==> src/rtl/obl_pkg.sv <==
// package for the option byte loader: offsets, field positions, defaults, types
// assumes a 32-bit AXI4-Lite register bus and an 8-bit flash read port
package obl_pkg;

  // ==========================================================================
  // flash locations
  localparam logic [15:0] OPT_USER_ADDR     = 16'h0000;
  localparam logic [15:0] OPT_RESERVED_ADDR = 16'h0001;
  localparam logic [7:0]  OPT_ERASED        = 8'hFF;

  // ==========================================================================
  // option byte field positions
  localparam int OPT_WDT_ACTION_BIT = 7;
  localparam int OPT_WATCHDOG_ALWAYS_ON_BIT     = 6;
  localparam int OPT_OSC_HI_BIT     = 5;
  localparam int OPT_OSC_LO_BIT     = 4;
  localparam int OPT_BO_KEEP_BIT    = 3;
  localparam int OPT_RD_PROT_BIT    = 2;
  localparam int OPT_RSVD_BIT       = 1;
  localparam int OPT_FWP_BIT        = 0;

  // ==========================================================================
  // oscillator modes
  typedef enum logic [1:0] {
    OSC_RC  = 2'b00,
    OSC_MIN = 2'b01,
    OSC_MED = 2'b10,
    OSC_MAX = 2'b11
  } obl_osc_t;

  // ==========================================================================
  // loader states
  typedef enum logic [1:0] {
    LD_HOLD = 2'b00,
    LD_USER = 2'b01,
    LD_RSVD = 2'b10,
    LD_RUN  = 2'b11
  } obl_state_t;

  // ==========================================================================
  // active configuration
  typedef struct packed {
    logic     watchdog_timeout_action;
    logic     watchdog_always_on;
    obl_osc_t oscillator_mode_select;
    logic     brownout_keep_on;
    logic     read_protect;
    logic     flash_write_protect;
  } obl_cfg_t;

  localparam obl_cfg_t CFG_ERASED = '{
    watchdog_timeout_action: 1'b1,
    watchdog_always_on:      1'b1,
    oscillator_mode_select:  OSC_MAX,
    brownout_keep_on:        1'b1,
    read_protect:            1'b1,
    flash_write_protect:     1'b1
  };

  // ==========================================================================
  // register map
  localparam logic [7:0] REG_CTRL_OFS   = 8'h00;
  localparam logic [7:0] REG_STATUS_OFS = 8'h04;
  localparam int         CTRL_SWRST_BIT = 0;
  localparam int         ST_STATE_LO    = 0;
  localparam int         ST_DONE_BIT    = 2;
  localparam int         ST_RSVB_BIT    = 3;
  localparam int         ST_RSVBIT_BIT  = 4;
  localparam int         ST_CNT_LO      = 8;
  localparam logic [1:0] RESP_OKAY      = 2'b00;
  localparam logic [1:0] RESP_SLVERR    = 2'b10;

  typedef struct packed {
    logic [7:0] loadCount;
    logic       reservedBitFault;
    logic       reservedByteFault;
    logic       loadDone;
    obl_state_t state;
  } obl_status_t;

endpackage

==> src/rtl/obl_clk_div.sv <==
// system clock source select: pass-through for crystal, divide by two for rc
// assumes the oscillator pin is slower than a quarter of core_clk
`timescale 1ns/1ns
module obl_clk_div
  import obl_pkg::*;
(
  input  wire logic core_clk,
  input  wire logic sys_rst,
  input  wire logic oscPin,
  input  wire logic rcMode,
  output      logic sysClkOut
);

  logic [2:0] syncPin_ff;
  logic       pinLvl_ff;
  logic       pinLvlDly_ff;
  logic       divTgl_ff;
  logic       sysClk_ff;
  logic       nxt_sysClk;

  // ==========================================================================
  // pin synchroniser and filter
  always_ff @(posedge core_clk or posedge sys_rst) begin
    if (sys_rst) begin
      syncPin_ff <= 3'h0;
    end else begin
      syncPin_ff <= {syncPin_ff[1:0], oscPin};
    end
  end

  always_ff @(posedge core_clk or posedge sys_rst) begin
    if (sys_rst) begin
      pinLvl_ff    <= 1'b0;
      pinLvlDly_ff <= 1'b0;
    end else begin
      if (syncPin_ff[1] == syncPin_ff[2]) begin
        pinLvl_ff <= syncPin_ff[2];
      end
      pinLvlDly_ff <= pinLvl_ff;
    end
  end

  // ==========================================================================
  // divider
  always_ff @(posedge core_clk or posedge sys_rst) begin
    if (sys_rst) begin
      divTgl_ff <= 1'b0;
    end else if (pinLvl_ff && !pinLvlDly_ff) begin
      divTgl_ff <= !divTgl_ff;
    end
  end

  always_comb begin
    nxt_sysClk = rcMode ? divTgl_ff : pinLvl_ff;
  end

  always_ff @(posedge core_clk or posedge sys_rst) begin
    if (sys_rst) begin
      sysClk_ff <= 1'b0;
    end else begin
      sysClk_ff <= nxt_sysClk;
    end
  end

  assign sysClkOut = sysClk_ff;

endmodule

==> src/rtl/obl_option_loader.sv <==
// option byte loader: fetches the option byte on every reset and drives config
// assumes a flash read port that answers each request with a one-cycle valid
`timescale 1ns/1ns
module obl_option_loader
  import obl_pkg::*;
(
  input  wire logic        core_clk,
  input  wire logic        sys_rst,
  // reset sources
  input  wire logic        extResetPinN,
  input  wire logic        stopRecovery,
  // flash read port
  output      logic        flashRdReq,
  output      logic [15:0] flashRdAddr,
  input  wire logic        flashRdValid,
  input  wire logic [7:0]  flashRdData,
  // processor, watchdog, oscillator, brownout, debug and flash controls
  output      logic        cpuRunEn,
  input  wire logic        wdtInstr,
  input  wire logic        wdtTimeout,
  input  wire logic        globalIntEn,
  output      logic        wdtRunning,
  output      logic        wdtIrqReq,
  output      logic        wdtResetReq,
  output      logic [1:0]  oscDriveMode,
  input  wire logic        oscillator_input_pin,
  output      logic        sysClkOut,
  input  wire logic        stopMode,
  output      logic        brownoutEn,
  output      logic        codeReadable,
  output      logic        debugFullCmds,
  output      logic        userFlashWriteEn,
  output      logic        debugMassEraseEn,
  // AXI4-Lite slave
  input  wire logic [7:0]  s_axi_awaddr,
  input  wire logic        s_axi_awvalid,
  output      logic        s_axi_awready,
  input  wire logic [31:0] s_axi_wdata,
  input  wire logic [3:0]  s_axi_wstrb,
  input  wire logic        s_axi_wvalid,
  output      logic        s_axi_wready,
  output      logic [1:0]  s_axi_bresp,
  output      logic        s_axi_bvalid,
  input  wire logic        s_axi_bready,
  input  wire logic [7:0]  s_axi_araddr,
  input  wire logic        s_axi_arvalid,
  output      logic        s_axi_arready,
  output      logic [31:0] s_axi_rdata,
  output      logic [1:0]  s_axi_rresp,
  output      logic        s_axi_rvalid,
  input  wire logic        s_axi_rready
);

  obl_state_t  state_ff;
  obl_state_t  nxt_state;
  obl_cfg_t    cfg_ff;
  obl_status_t status;
  logic [2:0]  syncRst_ff;
  logic        extLow_ff;
  logic        swRstReq_ff;
  logic        reloadReq;
  logic        flashRdReq_ff;
  logic [15:0] flashRdAddr_ff;
  logic        cpuRun_ff;
  logic        loadDone_ff;
  logic        rsvByteFault_ff;
  logic        rsvBitFault_ff;
  logic [7:0]  loadCount_ff;
  logic        wdtRun_ff;
  logic        wdtIrq_ff;
  logic        wdtRst_ff;
  logic        brownout_ff;
  logic        awHeld_ff;
  logic        wHeld_ff;
  logic [7:0]  awAddr_ff;
  logic [31:0] wData_ff;
  logic [3:0]  wStrb_ff;
  logic        awReady_ff;
  logic        wReady_ff;
  logic        bValid_ff;
  logic [1:0]  bResp_ff;
  logic        arReady_ff;
  logic        rValid_ff;
  logic [31:0] rData_ff;
  logic [1:0]  rResp_ff;
  logic        awTake;
  logic        wTake;
  logic        wrGo;
  logic        arTake;

  // ==========================================================================
  // external reset pin synchroniser and filter
  always_ff @(posedge core_clk or posedge sys_rst) begin
    if (sys_rst) begin
      syncRst_ff <= 3'h7;
    end else begin
      syncRst_ff <= {syncRst_ff[1:0], extResetPinN};
    end
  end

  always_ff @(posedge core_clk or posedge sys_rst) begin
    if (sys_rst) begin
      extLow_ff <= 1'b0;
    end else if (syncRst_ff[1] == syncRst_ff[2]) begin
      extLow_ff <= !syncRst_ff[2];
    end
  end

  // any reset cause restarts the load
  assign reloadReq = extLow_ff || stopRecovery || swRstReq_ff || wdtRst_ff;

  // ==========================================================================
  // loader sequence
  always_comb begin
    nxt_state = state_ff;
    unique case (state_ff)
      LD_HOLD: begin
        if (!extLow_ff) begin
          nxt_state = LD_USER;
        end
      end
      LD_USER: begin
        if (flashRdValid) begin
          nxt_state = LD_RSVD;
        end
      end
      LD_RSVD: begin
        if (flashRdValid) begin
          nxt_state = LD_RUN;
        end
      end
      LD_RUN: begin
        nxt_state = LD_RUN;
      end
    endcase
    if (reloadReq) begin
      nxt_state = LD_HOLD;
    end
  end

  always_ff @(posedge core_clk or posedge sys_rst) begin
    if (sys_rst) begin
      state_ff <= LD_HOLD;
    end else begin
      state_ff <= nxt_state;
    end
  end

  // flash request is held until the answer arrives
  always_ff @(posedge core_clk or posedge sys_rst) begin
    if (sys_rst) begin
      flashRdReq_ff  <= 1'b0;
      flashRdAddr_ff <= OPT_USER_ADDR;
    end else begin
      flashRdReq_ff  <= (nxt_state == LD_USER) || (nxt_state == LD_RSVD);
      flashRdAddr_ff <= (nxt_state == LD_RSVD) ? OPT_RESERVED_ADDR : OPT_USER_ADDR;
    end
  end

  // configuration latched only while loading
  always_ff @(posedge core_clk or posedge sys_rst) begin
    if (sys_rst) begin
      cfg_ff <= CFG_ERASED;
    end else if (state_ff == LD_USER && flashRdValid && !reloadReq) begin
      cfg_ff.watchdog_timeout_action <= flashRdData[OPT_WDT_ACTION_BIT];
      cfg_ff.watchdog_always_on      <= flashRdData[OPT_WATCHDOG_ALWAYS_ON_BIT];
      cfg_ff.oscillator_mode_select  <= obl_osc_t'(flashRdData[OPT_OSC_HI_BIT:OPT_OSC_LO_BIT]);
      cfg_ff.brownout_keep_on        <= flashRdData[OPT_BO_KEEP_BIT];
      cfg_ff.read_protect            <= flashRdData[OPT_RD_PROT_BIT];
      cfg_ff.flash_write_protect     <= flashRdData[OPT_FWP_BIT];
    end
  end

  // load bookkeeping and reserved-content checks
  always_ff @(posedge core_clk or posedge sys_rst) begin
    if (sys_rst) begin
      loadDone_ff     <= 1'b0;
      rsvByteFault_ff <= 1'b0;
      rsvBitFault_ff  <= 1'b0;
      loadCount_ff    <= 8'h00;
    end else begin
      if (reloadReq) begin
        loadDone_ff <= 1'b0;
      end else if (state_ff == LD_RSVD && flashRdValid) begin
        loadDone_ff     <= 1'b1;
        loadCount_ff    <= loadCount_ff + 8'h01;
        rsvByteFault_ff <= (flashRdData != OPT_ERASED);
      end
      if (state_ff == LD_USER && flashRdValid && !reloadReq) begin
        rsvBitFault_ff <= !flashRdData[OPT_RSVD_BIT];
      end
    end
  end

  // processor held until the configuration is in place
  always_ff @(posedge core_clk or posedge sys_rst) begin
    if (sys_rst) begin
      cpuRun_ff <= 1'b0;
    end else begin
      cpuRun_ff <= (nxt_state == LD_RUN);
    end
  end

  // ==========================================================================
  // watchdog policy
  always_ff @(posedge core_clk or posedge sys_rst) begin
    if (sys_rst) begin
      wdtRun_ff <= 1'b0;
    end else if (reloadReq || state_ff != LD_RUN) begin
      wdtRun_ff <= 1'b0;
    end else if (!cfg_ff.watchdog_always_on || wdtInstr) begin
      wdtRun_ff <= 1'b1;
    end
  end

  always_ff @(posedge core_clk or posedge sys_rst) begin
    if (sys_rst) begin
      wdtIrq_ff <= 1'b0;
      wdtRst_ff <= 1'b0;
    end else begin
      wdtIrq_ff <= wdtTimeout && wdtRun_ff && !cfg_ff.watchdog_timeout_action
                   && globalIntEn;
      wdtRst_ff <= wdtTimeout && wdtRun_ff && cfg_ff.watchdog_timeout_action;
    end
  end

  // ==========================================================================
  // brownout
  always_ff @(posedge core_clk or posedge sys_rst) begin
    if (sys_rst) begin
      brownout_ff <= 1'b1;
    end else begin
      brownout_ff <= cfg_ff.brownout_keep_on || !stopMode;
    end
  end

  // ==========================================================================
  // system clock source
  obl_clk_div u_clk_div (
    .core_clk  (core_clk),
    .sys_rst   (sys_rst),
    .oscPin    (oscillator_input_pin),
    .rcMode    (cfg_ff.oscillator_mode_select == OSC_RC),
    .sysClkOut (sysClkOut)
  );

  // ==========================================================================
  // AXI4-Lite write path
  assign awTake = s_axi_awvalid && awReady_ff;
  assign wTake  = s_axi_wvalid && wReady_ff;
  assign wrGo   = (awHeld_ff || awTake) && (wHeld_ff || wTake) && !bValid_ff;

  always_ff @(posedge core_clk or posedge sys_rst) begin
    if (sys_rst) begin
      awHeld_ff <= 1'b0;
      wHeld_ff  <= 1'b0;
      awAddr_ff <= 8'h00;
      wData_ff  <= 32'h0000_0000;
      wStrb_ff  <= 4'h0;
    end else begin
      if (awTake) begin
        awAddr_ff <= s_axi_awaddr;
      end
      if (wTake) begin
        wData_ff <= s_axi_wdata;
        wStrb_ff <= s_axi_wstrb;
      end
      awHeld_ff <= wrGo ? 1'b0 : (awHeld_ff || awTake);
      wHeld_ff  <= wrGo ? 1'b0 : (wHeld_ff || wTake);
    end
  end

  always_ff @(posedge core_clk or posedge sys_rst) begin
    if (sys_rst) begin
      awReady_ff <= 1'b0;
      wReady_ff  <= 1'b0;
    end else begin
      awReady_ff <= !(awHeld_ff || awTake) && !bValid_ff && !wrGo;
      wReady_ff  <= !(wHeld_ff || wTake) && !bValid_ff && !wrGo;
    end
  end

  always_ff @(posedge core_clk or posedge sys_rst) begin
    if (sys_rst) begin
      bValid_ff   <= 1'b0;
      bResp_ff    <= RESP_OKAY;
      swRstReq_ff <= 1'b0;
    end else begin
      swRstReq_ff <= 1'b0;
      if (bValid_ff && s_axi_bready) begin
        bValid_ff <= 1'b0;
      end
      if (wrGo) begin
        bValid_ff <= 1'b1;
        bResp_ff  <= RESP_OKAY;
        // status is read only; the option configuration has no address
        if (awTake ? (s_axi_awaddr == REG_CTRL_OFS) : (awAddr_ff == REG_CTRL_OFS)) begin
          swRstReq_ff <= (wTake ? s_axi_wstrb[0] && s_axi_wdata[CTRL_SWRST_BIT]
                                : wStrb_ff[0] && wData_ff[CTRL_SWRST_BIT]);
        end else if (awTake ? (s_axi_awaddr != REG_STATUS_OFS)
                            : (awAddr_ff != REG_STATUS_OFS)) begin
          bResp_ff <= RESP_SLVERR;
        end
      end
    end
  end

  // ==========================================================================
  // AXI4-Lite read path
  assign arTake = s_axi_arvalid && arReady_ff;

  always_comb begin
    status.loadCount         = loadCount_ff;
    status.reservedBitFault  = rsvBitFault_ff;
    status.reservedByteFault = rsvByteFault_ff;
    status.loadDone          = loadDone_ff;
    status.state             = state_ff;
  end

  always_ff @(posedge core_clk or posedge sys_rst) begin
    if (sys_rst) begin
      arReady_ff <= 1'b0;
      rValid_ff  <= 1'b0;
      rData_ff   <= 32'h0000_0000;
      rResp_ff   <= RESP_OKAY;
    end else begin
      arReady_ff <= !rValid_ff && !arTake;
      if (rValid_ff && s_axi_rready) begin
        rValid_ff <= 1'b0;
      end
      if (arTake) begin
        rValid_ff <= 1'b1;
        rResp_ff  <= RESP_OKAY;
        rData_ff  <= 32'h0000_0000;
        if (s_axi_araddr == REG_STATUS_OFS) begin
          rData_ff[ST_CNT_LO+7:ST_CNT_LO]       <= status.loadCount;
          rData_ff[ST_RSVBIT_BIT]               <= status.reservedBitFault;
          rData_ff[ST_RSVB_BIT]                 <= status.reservedByteFault;
          rData_ff[ST_DONE_BIT]                 <= status.loadDone;
          rData_ff[ST_STATE_LO+1:ST_STATE_LO]   <= status.state;
        end else if (s_axi_araddr != REG_CTRL_OFS) begin
          rResp_ff <= RESP_SLVERR;
        end
      end
    end
  end

  // ==========================================================================
  // outputs, all from flip-flops except debugMassEraseEn, tied to 1; config changes only through a reload
  assign flashRdReq       = flashRdReq_ff;
  assign flashRdAddr      = flashRdAddr_ff;
  assign cpuRunEn         = cpuRun_ff;
  assign wdtRunning       = wdtRun_ff;
  assign wdtIrqReq        = wdtIrq_ff;
  assign wdtResetReq      = wdtRst_ff;
  assign oscDriveMode     = cfg_ff.oscillator_mode_select;
  assign brownoutEn       = brownout_ff;
  assign codeReadable     = cfg_ff.read_protect;
  assign debugFullCmds    = cfg_ff.read_protect;
  assign userFlashWriteEn = cfg_ff.flash_write_protect;
  assign debugMassEraseEn = 1'b1;
  assign s_axi_awready    = awReady_ff;
  assign s_axi_wready     = wReady_ff;
  assign s_axi_bvalid     = bValid_ff;
  assign s_axi_bresp      = bResp_ff;
  assign s_axi_arready    = arReady_ff;
  assign s_axi_rvalid     = rValid_ff;
  assign s_axi_rdata      = rData_ff;
  assign s_axi_rresp      = rResp_ff;

endmodule

==> config.mk <==
export PLATFORM = sky130hd
export DESIGN_NAME = obl_option_loader
export DESIGN_NICKNAME = d
export VERILOG_FILES = /design/src/rtl/obl_pkg.sv /design/src/rtl/obl_clk_div.sv /design/src/rtl/obl_option_loader.sv
export SDC_FILE = /design/constraint.sdc
export NUM_CORES = 1
export LEC_CHECK = 0
export BUFFER_PORTS_ARGS = -buffer_cell sky130_fd_sc_hd__buf_2
export CAP_MARGIN = 20
export CELL_PAD_IN_SITES_DETAIL_PLACEMENT = 2
export CELL_PAD_IN_SITES_GLOBAL_PLACEMENT = 2
export CORE_MARGIN = 4
export CORE_UTILIZATION = 28
export CTS_CLUSTER_DIAMETER = 60
export DETAILED_ROUTE_END_ITERATION = 7
export PLACE_DENSITY_LB_ADDON = 0.1
export SYNTH_ARGS = -nofsm -noshare
export SYNTH_HDL_FRONTEND = slang
export SYNTH_SLANG_ARGS = --single-unit
==> constraint.sdc <==
create_clock -name core_clk -period 2.3 [get_ports core_clk]
set_input_delay 0.23 -clock core_clk [delete_from_list [all_inputs] [get_ports core_clk]]
set_output_delay 0.23 -clock core_clk [all_outputs]
set_load 0.02 [all_outputs]
==> results.md, run 1 <==
Worst setup path:
- Counting both buffers and inverters, the worst setup path holds a total of 0.
- Counting buffers and inverters, the worst setup path is 3 cells deep.
- The sort of element at the end of the critical path is a flip-flop.
- The origin of the critical flop-to-flop path is extLow_ff.
- The highest fanout seen on the critical path is 7.
- Traced cell by cell, the critical path runs through or4_1 -> nor3_4 -> mux2_2.
- On the critical path, the stage with the largest delay is an instance of or4_1.
- The worst setup path is launched from a flip-flop.
- The critical path startpoint is extLow_ff.
- The critical path endpoint is loadCount_ff[1].
- Counting cells, the worst reg-to-reg path comes to 3.
- For the worst setup path, the data required time is 2530 ps.
- The endpoint identified for the worst register-to-register timing path is loadCount_ff[1].
- The minimum setup slack among reg-to-reg paths is 260 ps.
- The critical path is of the flip-flop to flip-flop type.
- At the worst endpoint, the arrival time is 2270 ps.
- The maximum single-stage delay on the critical path is 750 ps.
- The cell family contributing the most delay on the critical path is simple AND/OR/NAND/NOR gates.

STA:
- The post-route setup TNS is 0 ps.
- Setup violations remaining at the end of the flow were counted as 0.
- The post-layout minimum cycle time is 2040 ps.
- The tightest slew margin relative to the limit is 0.612.
- In the finished design, the share of the clock period the worst path needs comes to 0.885.
- The tightest hold margin is 41.5 ps.
- Setup repair after global routing left no endpoint under its margin.
- The hold violation count in the final report is 0.
- The worst-margin pin slew is 581 ps.
- The count of pins over their slew limit is 0.
- The timing-limited maximum frequency is 491 MHz.
- The final setup skew is 8.70 ps.

Clock tree:
- The clock-pin transition on the worst setup and hold timing paths is 80 ps.
- The number of buffers created by CTS is 9.
- The clock reaches the later pin of the worst-skew pair after 340 ps.
- The root buffer cell is clkbuf_8.
- The number of H-tree branching levels is 3.
- In this run the deepest clock path goes through 2 buffers.
- The clock tree from TritonCTS is built.
- The number of clock sinks is 71.

Synthesis:
- Ranked by instance count, the synthesized netlist is headed by dfrtp_1, buf_4, mux2_2.
- The count of flip-flops with a built-in enable after synthesis is 0.
- Of the total synthesized cell area, the portion taken by AND, OR, NAND and NOR gates is 0.116.
- The area fraction of the dominant cell type after synthesis is 0.495.
- The most used flip-flop cell after synthesis is dfrtp_1.
- In this run, synthesis produced a sequential element count of 71.
- Yosys attributes the largest share of cell area to dfrtp_1, buf_4, dfstp_2.
- In the synthesized netlist the async set-or-reset flop fraction comes to 1.00.
- For this run, the number of Yosys warnings is 0.
- The sequential area share after synthesis is 0.591.
- In the synthesized netlist, the number of instances is 243.
- Of the post-synthesis cell area, the part taken by muxes is 0.0706.
- By instance count, the leading cell after synthesis is dfrtp_1.
- After synthesis, the largest family of logic cells by area is simple AND/OR/NAND/NOR gates.
- The synthesized netlist contains 35 unique library cells.
- Of the total synthesized cell area, the portion taken by full adders, half adders and majority gates is 0.0157.
- The synthesized design spends more area on one cell type than any other, namely dfrtp_1.
- The synthesized area per cell is 12.5 µm².
- The cell area that synthesis handed to floorplanning was 0.00303 mm².
- Of the total synthesized cell area, the portion taken by XOR and XNOR cells is 0.0231.
- The area fraction in compound gates after synthesis is 0.0673.

Global route:
- The via count of the first global-routing pass is 2228.
- The largest net degree at the start of global routing is 50.
- The initial antenna violation count was 0.
- The wire length of the first global-routing pass is 11.6 mm.
- After global routing the overflow that remains totals 0.
- The total track usage is 0.114.

Place:
- The quantity of I/O buffers inserted on ports is 73.
- The sum of net half-perimeters after detailed placement is 5.11 mm.
- The congestion estimate from routability-driven global placement came to 0.694.
- The cell total after placement is 446.

Detailed routing:
- Using the TritonRoute via totals, the vias-per-cell ratio works out to 4.26.
- The wire length per cell is 14.7 µm.
- The total via count after detailed routing is 1981.
- The iteration count of the initial detailed-routing pass is 4.
- In the routed design, unresolved DRC markers number 0.
- The final layout contains routed wiring with a total length of 6.85 mm.
- The number of routed nets with antenna violations is 0.
- In this run, the number of DRC markers left after iteration 0 of detailed routing was 44.

Pwr:
- The standby leakage power is 0.00184 µW.
- The power per cell area is 958 mW/mm².
- The maximum VDD drop is 0.389 mV.

Floorplanning:
- 145 I/O pins were placed.
- The core region area is 0.0104 mm².
- From bottom edge to top edge, the die measures 112 µm.
- The die covers 0.0126 mm².
- The floorplan step set the die width to 112 µm.
- The initial utilization of the core area, before any placement, comes to 0.291.
- The number of standard-cell rows in the floorplan is 37.

Finish:
- The fill cell total of the finished layout is 1146.
- The antenna cell count is 0.
- From synthesis to final layout, the design area changed by 21.4%.
- The post-layout net count is 402.
- The count of non-filler cells in the finished layout is 465.
- The fraction of final layout cells with drive strength greater than 1 is 0.383.

Run status:
- The flow ran to the end, and the final reports show no timing, DRC or antenna violations.

Worst hold path:
- In this run the worst hold path is classified as primary input to flip-flop.

Flow run:
- The tool flagged a number of max-cap violations equal to 0.
[cell families after synthesis]
logic type,after synthesis
flip-flops,71
AND/OR/NAND/NOR,61
buffers and inverters,49
AO/OA/AOI/OAI,29
multiplexers,19
XOR/XNOR,8
adder cells (fa/ha/maj),4
other,2
[registers in the layout (all words and copies together), names as in the netlist, 2 cells and up]
register              flops
awAddr_ff                 8
syncRst_ff                3
loadCount_ff              8
oscDriveMode              2
cfg_ff                    3
s_axi_rdata              13
u_clk_div.syncPin_ff      3
state_ff                  2
[layout by cell type, fill, tap and decap left out, types with 5 or more instances in the layout]
cell type	synthesis	layout
a21oi_1	6	6
a22o_1	13	13
buf_2	0	73
clkbuf_8	0	13
conb_1	2	37
dfrtp_1	60	60
dfstp_2	11	11
mux2_2	19	19
nand2_1	13	13
nand3_1	6	6
nand4_1	5	5
nor2_1	12	12
o21ai_0	6	6
xnor2_1	6	6
[through the flow]
stage	cell area (µm²)	power [µW]	setup slack [ps]	util
2_1_floorplan	3160	2190	292	-
3_3_place_gp	3410	2350	252	0.327
3_5_place_dp	3410	2370	214	0.327
4_1_cts	3680	3600	219	0.353
5_1_grt	3680	3760	149	0.353
6_report	3680	3520	265	0.353
[what timing repair did]
item | CTS | global route
resized for setup | 0 | 0
endpoints found under the hold margin | 20 | 0
setup buffers | 0 | 0
hold buffers | 3 | 0
[area by class of cell]
type / count / area, µm² / area share
Clock buffer: 14 / 183 / 0.0497
Clock inverter: 2 / 60.1 / 0.0163
Inverter: 5 / 18.8 / 0.00510
Multi-Input combinational cell: 158 / 1030 / 0.279
Sequential cell: 71 / 1790 / 0.487
Tap cell: 136 / 170 / 0.0463
Timing Repair Buffer: 79 / 430 / 0.117
[report_power, final]
part / internal, µW / switching, µW / total [µW]
Sequential: 1500 / 139 / 1640
Clock: 731 / 454 / 1180
Combinational: 288 / 408 / 696
Total: 2520 / 1000 / 3520
[metal layers]
metal / wire length [µm] / track usage / vias up
li1: - / - / 928
met1: 3070 / 0.150 / 974
met5: 0 / 0 / -
met4: 81 / 0.0385 / 0
met2: 3200 / 0.177 / 69
met3: 498 / 0.0404 / 10
[how the worst min path moves through the flow]
stage	start	end	slack (ps)	cells past startpoint
6_report	stopMode	brownoutEn	40	2
5_1_grt	stopMode	brownoutEn	30	2
4_1_cts	stopMode	brownoutEn	20	2
3_5_place_dp	sys_rst	u_clk_div.syncPin_ff[0]	300	2
3_3_place_gp	sys_rst	u_clk_div.syncPin_ff[0]	300	2
2_1_floorplan	extResetPinN	syncRst_ff[0]	230	0
(Power assumes the default switching activity.)
==> run 2, diff against run 1 <==
BUFFER_PORTS_ARGS = unset   (was -buffer_cell sky130_fd_sc_hd__buf_2)
CORE_UTILIZATION = 38   (was 28)
DONT_BUFFER_PORTS = 1   (was unset)
==> run 2 against run 1 <==
Effect of this change: critical path type unchanged; flip-flop and latch count is the same; die area shrank 25%; worst hold slack gained 2.1 ps; via count shrank 12%; highest routed layer unchanged.
==> results.md, run 2 (same netlist as run 1, synthesis figures left out) <==
Floorplanning:
- The initial utilization of the core area, before any placement, comes to 0.392.
- From bottom edge to top edge, the die measures 97.3 µm.
- In this run the core area contains 32 standard-cell rows.
- The core region area is 0.00773 mm².
- In this run the count of I/O pins placed on the die edge is 145.
- The floorplan die area is 0.00947 mm².
- The die is 97.3 µm wide.

Pwr:
- For this design the static power due to leakage is 0.00153 µW.
- IR analysis of the VDD net gives a maximum drop of 0.423 mV.
- The power per cell area is 1040 mW/mm².

STA:
- The worst-margin pin slew is 597 ps.
- The count of pins over their slew limit is 0.
- The tightest slew margin relative to the limit is 0.601.
- In the final timing run, aggregate negative setup slack is 0 ps.
- The final setup skew is 11.9 ps.
- The portion of the clock cycle consumed by the worst path in the final layout is 0.891.
- The timing-limited maximum frequency is 488 MHz.
- Setup violations remaining at the end of the flow were counted as 0.
- The post-layout minimum cycle time is 2050 ps.
- Setup repair after global routing left no endpoint under its margin.
- The hold violation count in the final report is 0.

Detailed routing:
- The first TritonRoute pass finished after 2 iterations.
- The sum of routed wire length over all layers is 6.04 mm.
- The count of routing violations after the opening detailed-route iteration is 12.
- Once detail routing completed, the nets flagged for antenna violations numbered 0.
- The detailed router placed 1739 vias in this run.
- In the routed layout, each cell is associated on average with a via count of 4.80.
- The detailed-route DRC error count is 0.
- Dividing the detail-routed wire length by the instance count gives 16.7 µm.

Place:
- At the end of routability-driven placement, the weighted congestion stood at 0.705.
- The sum of net half-perimeters after detailed placement is 4.37 mm.
- The quantity of I/O buffers inserted on ports is 0.
- The cell total after placement is 338.

Finish:
- The area of combinational cells with multiple inputs is 0.00103 mm².
- The sequential cell area is 0.00179 mm².
- Relative to the synthesized area, the layout overhead comes to 9.41%.
- The fraction of final layout cells with drive strength greater than 1 is 0.204.
- The number of flip-flops in the largest register is 13.
- In the layout the commonest cells are dfrtp_1, conb_1, mux2_2.
- Fill cells in the final layout number 815.
- The repair_antennas step left the layout with diodes totalling 0.
- The library cell used most frequently in the layout, excluding fill and tap cells, is dfrtp_1.
- After the last flow step, the layout net total stands at 333.
- The count of non-filler cells in the finished layout is 362.

Clock tree:
- Clock-pin slew was measured on the worst setup and hold paths at 70 ps.
- The clock tree from TritonCTS is built.
- The root buffer cell is clkbuf_8.
- The number of H-tree branching levels is 3.
- The number of buffers created by CTS is 9.
- At the later pin of the worst-skew pair, clock insertion delay measures 330 ps.
- The maximum clock insertion buffer count is 2.
- The clock net in this run drives a total of 71 sinks.
- Once the clock tree was built, the setup fixing pass inserted 0 buffers.

Worst setup path:
- The required time of the worst setup path is 2520 ps.
- STA classifies the critical path endpoint as a flip-flop.
- The sort of element at the start of the critical path is a flip-flop.
- The type of the worst setup path is flip-flop to flip-flop.
- The highest fanout seen on the critical path is 7.
- The arrival time reported for the critical path endpoint is 2270 ps.

Global route:
- The via count of the first global-routing pass is 1943.
- In the global route stage, overall resource usage came out at 0.134.
- The total overflow reported by the global router is 0.
- The wire length of the first global-routing pass is 10.1 mm.
- The initial antenna violation count came to 0.
- Entering global routing, the biggest net connects 50 pins.

Flow run:
- Max-cap violations in this run came to 0.

Worst hold path:
- The class of the tightest hold or removal check is primary input to flip-flop.

Run status:
- The run finished with clean final reports.
## run 2: metal layers
metal / GRT usage / routed length, µm / part of all wire
met2: 0.226 / 3130 / 0.52
met4: 0.0543 / 76 / 0.013
met5: 0 / 0 / 0
met3: 0.0560 / 490 / 0.081
met1: 0.149 / 2350 / 0.39
## run 2: timing repair
item                                   in CTS  in global routing
hold buffers                                8                  0
resized for setup                           0                  0
endpoints found under the hold margin      26                  0
## run 2: metrics by stage
| stage | cell area [µm²] | util | power, µW | setup slack (ps) | hold slack [ps] |
|---|---|---|---|---|---|
| 2_1_floorplan | 3160 | - | 2190 | 292 | 234 |
| 3_3_place_gp | 2990 | 0.387 | 2220 | 256 | 177 |
| 3_5_place_dp | 2990 | 0.387 | 2260 | 222 | 178 |
| 4_1_cts | 3320 | 0.429 | 3490 | 207 | 24.3 |
| 5_1_grt | 3320 | 0.429 | 3650 | 125 | 22.6 |
| 6_report | 3320 | 0.429 | 3440 | 250 | 43.6 |
## run 2: power by group
group | switching, µW | internal [µW] | leakage, µW
clock network | 461 | 746 | 0.000122
registers | 264 | 1500 | 0.000893
logic | 249 | 214 | 0.000514
## run 2: path summary, 6_finish.rpt
path / start / to / slack, ps / depth (start not counted)
hold / removal: s_axi_wdata[0] / wData_ff[0] / 40 / 1
hold reg to reg: syncRst_ff[0] / syncRst_ff[1] / 360 / 0
max in group asynchronous: sys_rst / cfg_ff[5] / 1230 / 3
min in group asynchronous: sys_rst / u_clk_div.syncPin_ff[0] / 400 / 2
setup / recovery: extLow_ff / loadCount_ff[1] / 250 / 3
setup reg to reg: extLow_ff / loadCount_ff[1] / 250 / 3
## run 2: cell type report
class,instances,area share
repair buffers,10,0.0325
flip-flops and latches,71,0.540
clock inverters,6,0.0325
clock buffers,10,0.0415
well taps,102,0.0385
multi-input cells,158,0.309
inverters,5,0.00566
## run 2: critical path: stages (launching register included)
cell and delay (ps):
dfrtp_1 400, or4_1 750, nor3_4 400, mux2_2 380
==> run 3, diff against run 2 <==
clock period = 2.26 ns   (was 2.3 ns; I/O delays follow)
==> run 3 against run 2 <==
Effect of this change: die area unchanged; highest routed layer unchanged; worst hold slack lost 17 ps; cell area is the same; non-clock buffer count increased by 3.
==> results.md, run 3 (same netlist as run 1, synthesis figures left out) <==
Detailed routing:
- The iteration count of the initial detailed-routing pass is 3.
- The routed layout has 1745 vias.
- The detailed router finished its first iteration with 43 violations.
- In this run the remaining antenna-violating nets after routing total 0.
- The wire length per cell is 16.8 µm.
- After detailed routing, the number of vias per cell comes to 4.77.
- The detailed-route DRC error count is 0.
- The routed design has 6.15 mm of wire.

Worst setup path:
- The highest fanout seen on the critical path is 7.
- The maximum single-stage delay on the critical path is 510 ps.
- STA classifies the critical path startpoint as a flip-flop.
- The arrival time reported for the critical path endpoint is 2150 ps.
- The sum of buffers and inverters on the critical path is 1.
- For this design, the slowest cell found on the critical path is or4_1.
- STA puts the critical path data required time at 2490 ps.
- Grouping stages by cell kind, the critical path spends the most delay in simple AND/OR/NAND/NOR gates.
- Traced cell by cell, the critical path runs through or4_1 -> buf_4 -> nor3_4 -> mux2_2.
- The critical path startpoint is extLow_ff.
- The critical path in this run is classified as flip-flop to flip-flop.
- The worst setup path is captured at a flip-flop.
- The worst register-to-register path begins at extLow_ff.

STA:
- The timing-limited maximum frequency is 520 MHz.
- The smallest clock period supported by the final layout is computed as 1920 ps.
- The tightest slew margin relative to the limit is 0.618.
- The count of pins over their slew limit was 0.
- Across the routed clock network, the largest skew measured is 10.9 ps.
- Setup total negative slack on the finished layout was measured at 0 ps.
- Setup violations remaining at the end of the flow were counted as 0.
- In the finished design, the share of the clock period the worst path needs comes to 0.851.
- The worst-margin pin slew is 571 ps.
- The hold violation count in the final report came to 0.
- Setup repair after global routing left no endpoint under its margin.

Worst hold path:
- In this run the most critical hold path is launched from flashRdData[4].
- The path class of the tightest hold or removal check is primary input to flip-flop.

Pwr:
- VDD sags by at most 0.423 mV.
- In this run the power density over the cells is 1020 mW/mm².
- The standby leakage power is 0.00152 µW.

Global route:
- After global routing the overflow that remains totals 0.
- The via count of the first global-routing pass is 1918.
- The initial antenna violation count is 1.
- The total track usage is 0.136.
- The first global-routing pass estimated 10.2 mm of wire.
- The largest net degree at the start of global routing is 38.

Floorplanning:
- Pin placement for this block handled 145 I/O pins.
- The height of the die is 97.3 µm.
- The number of standard-cell rows in the floorplan is 32.
- The initial utilization of the core area, before any placement, comes to 0.392.
- The core region area is 0.00773 mm².
- The die extent in x is 97.3 µm.
- The die covers 0.00947 mm².

Flow run:
- Max-cap violations in this run came to 0.

Clock tree:
- TritonCTS built the clock tree.
- The tree is rooted in a clkbuf_8.
- Counting every sink on the clock net gives 71.
- The number of gates given a new drive strength after cts is 0.
- The clock-pin transition on the worst setup and hold timing paths is 90 ps.
- The number of H-tree branching levels is 3.
- Buffers inserted during clock tree synthesis total 9.
- The clock reaches the later pin of the worst-skew pair after 340 ps.
- The clock passes through at most 2 buffers.
- The number of post-CTS setup repair buffers is 0.

Finish:
- The library cells used most frequently in the layout, excluding fill and tap cells, are dfrtp_1, conb_1, mux2_2.
- The number of flip-flops in the largest register is 13.
- Counting the fill cells in the layout gives 781.
- The synthesis-to-finish area growth is 9.41%.
- The fraction of final layout cells with drive strength greater than 1 is 0.213.
- The final layout contains 336 nets.
- The count of cells in the finished layout, fillers not included, comes to 366.
- Leaving out fill and tap cells, the most frequent cell in the layout is dfrtp_1.

Run status:
- The run finished with clean final reports.

Place:
- Routability-driven placement finished with a final weighted congestion of 0.679.
- The sum of net half-perimeters after detailed placement is 4.49 mm.
- Counting tap cells, the placed design contains a total of 341 instances.
- The quantity of I/O buffers inserted on ports is 0.
==> run 3: cell count changes in the layout (fill, tap and decap cells not counted), sizes merged <==
cell	previous run	this run
clkbuf	10	9
bufinv	3	2
inv	5	6
clkinvlp	1	3
buf	2	5
diode	0	1
clkinv	2	1
==> run 3: layout make-up <==
cell class	count	area [µm²]	area share
timing repair buffer	13	130	0.0392
sequential	71	1790	0.540
tap	102	128	0.0385
multi-input combinational	158	1030	0.309
antenna	1	2.50	0.000755
inverter	5	18.8	0.00566
clock buffer	9	124	0.0374
clock inverter	7	96.3	0.0291
==> run 3: path summary, 6_finish.rpt <==
| kind | endpoint | slack [ps] | cells past startpoint |
|---|---|---|---|
| hold reg to reg | syncRst_ff[1] | 360 | 0 |
| hold / removal | oscDriveMode[0] | 30 | 1 |
| min in group asynchronous | u_clk_div.syncPin_ff[0] | 210 | 2 |
| max in group asynchronous | syncRst_ff[2] | 1420 | 3 |
| setup reg to reg | loadCount_ff[1] | 340 | 4 |
| setup / recovery | loadCount_ff[1] | 340 | 4 |
==> run 3: layer usage <==
layer  vias up  share of wire  wire length, µm  global-route usage
met3         6          0.082              506              0.0524
met4         0          0.013               78              0.0575
met2        57           0.52             3170               0.220
li1        797              -                -                   -
met5         -              0                0                   0
met1       885           0.39             2400               0.160
==> run 3: where the power goes <==
group	switching, µW	total (µW)	internal [µW]
clock	495	1120	623
combinational	255	476	220
sequential	266	1800	1530
total	1020	3390	2370
==> run 3: repair_timing <==
item                       4_1_cts  5_1_grt
hold endpoints to repair        67        0
hold buffers                     8        0
setup endpoints to repair        0        0
==> run 3: per-stage QoR <==
step | cell area [µm²] | hold WS, ps | total power [µW] | utilization | worst slack [ps]
finish | 3320 | 27.0 | 3390 | 0.429 | 338
floorplan | 3160 | 230 | 2230 | - | 256
CTS | 3310 | 6.08 | 3460 | 0.429 | 298
global placement | 3010 | -24.5 | 2270 | 0.390 | 337
detailed placement | 3010 | -23.2 | 2300 | 0.390 | 308
global route | 3320 | 6.14 | 3620 | 0.429 | 240
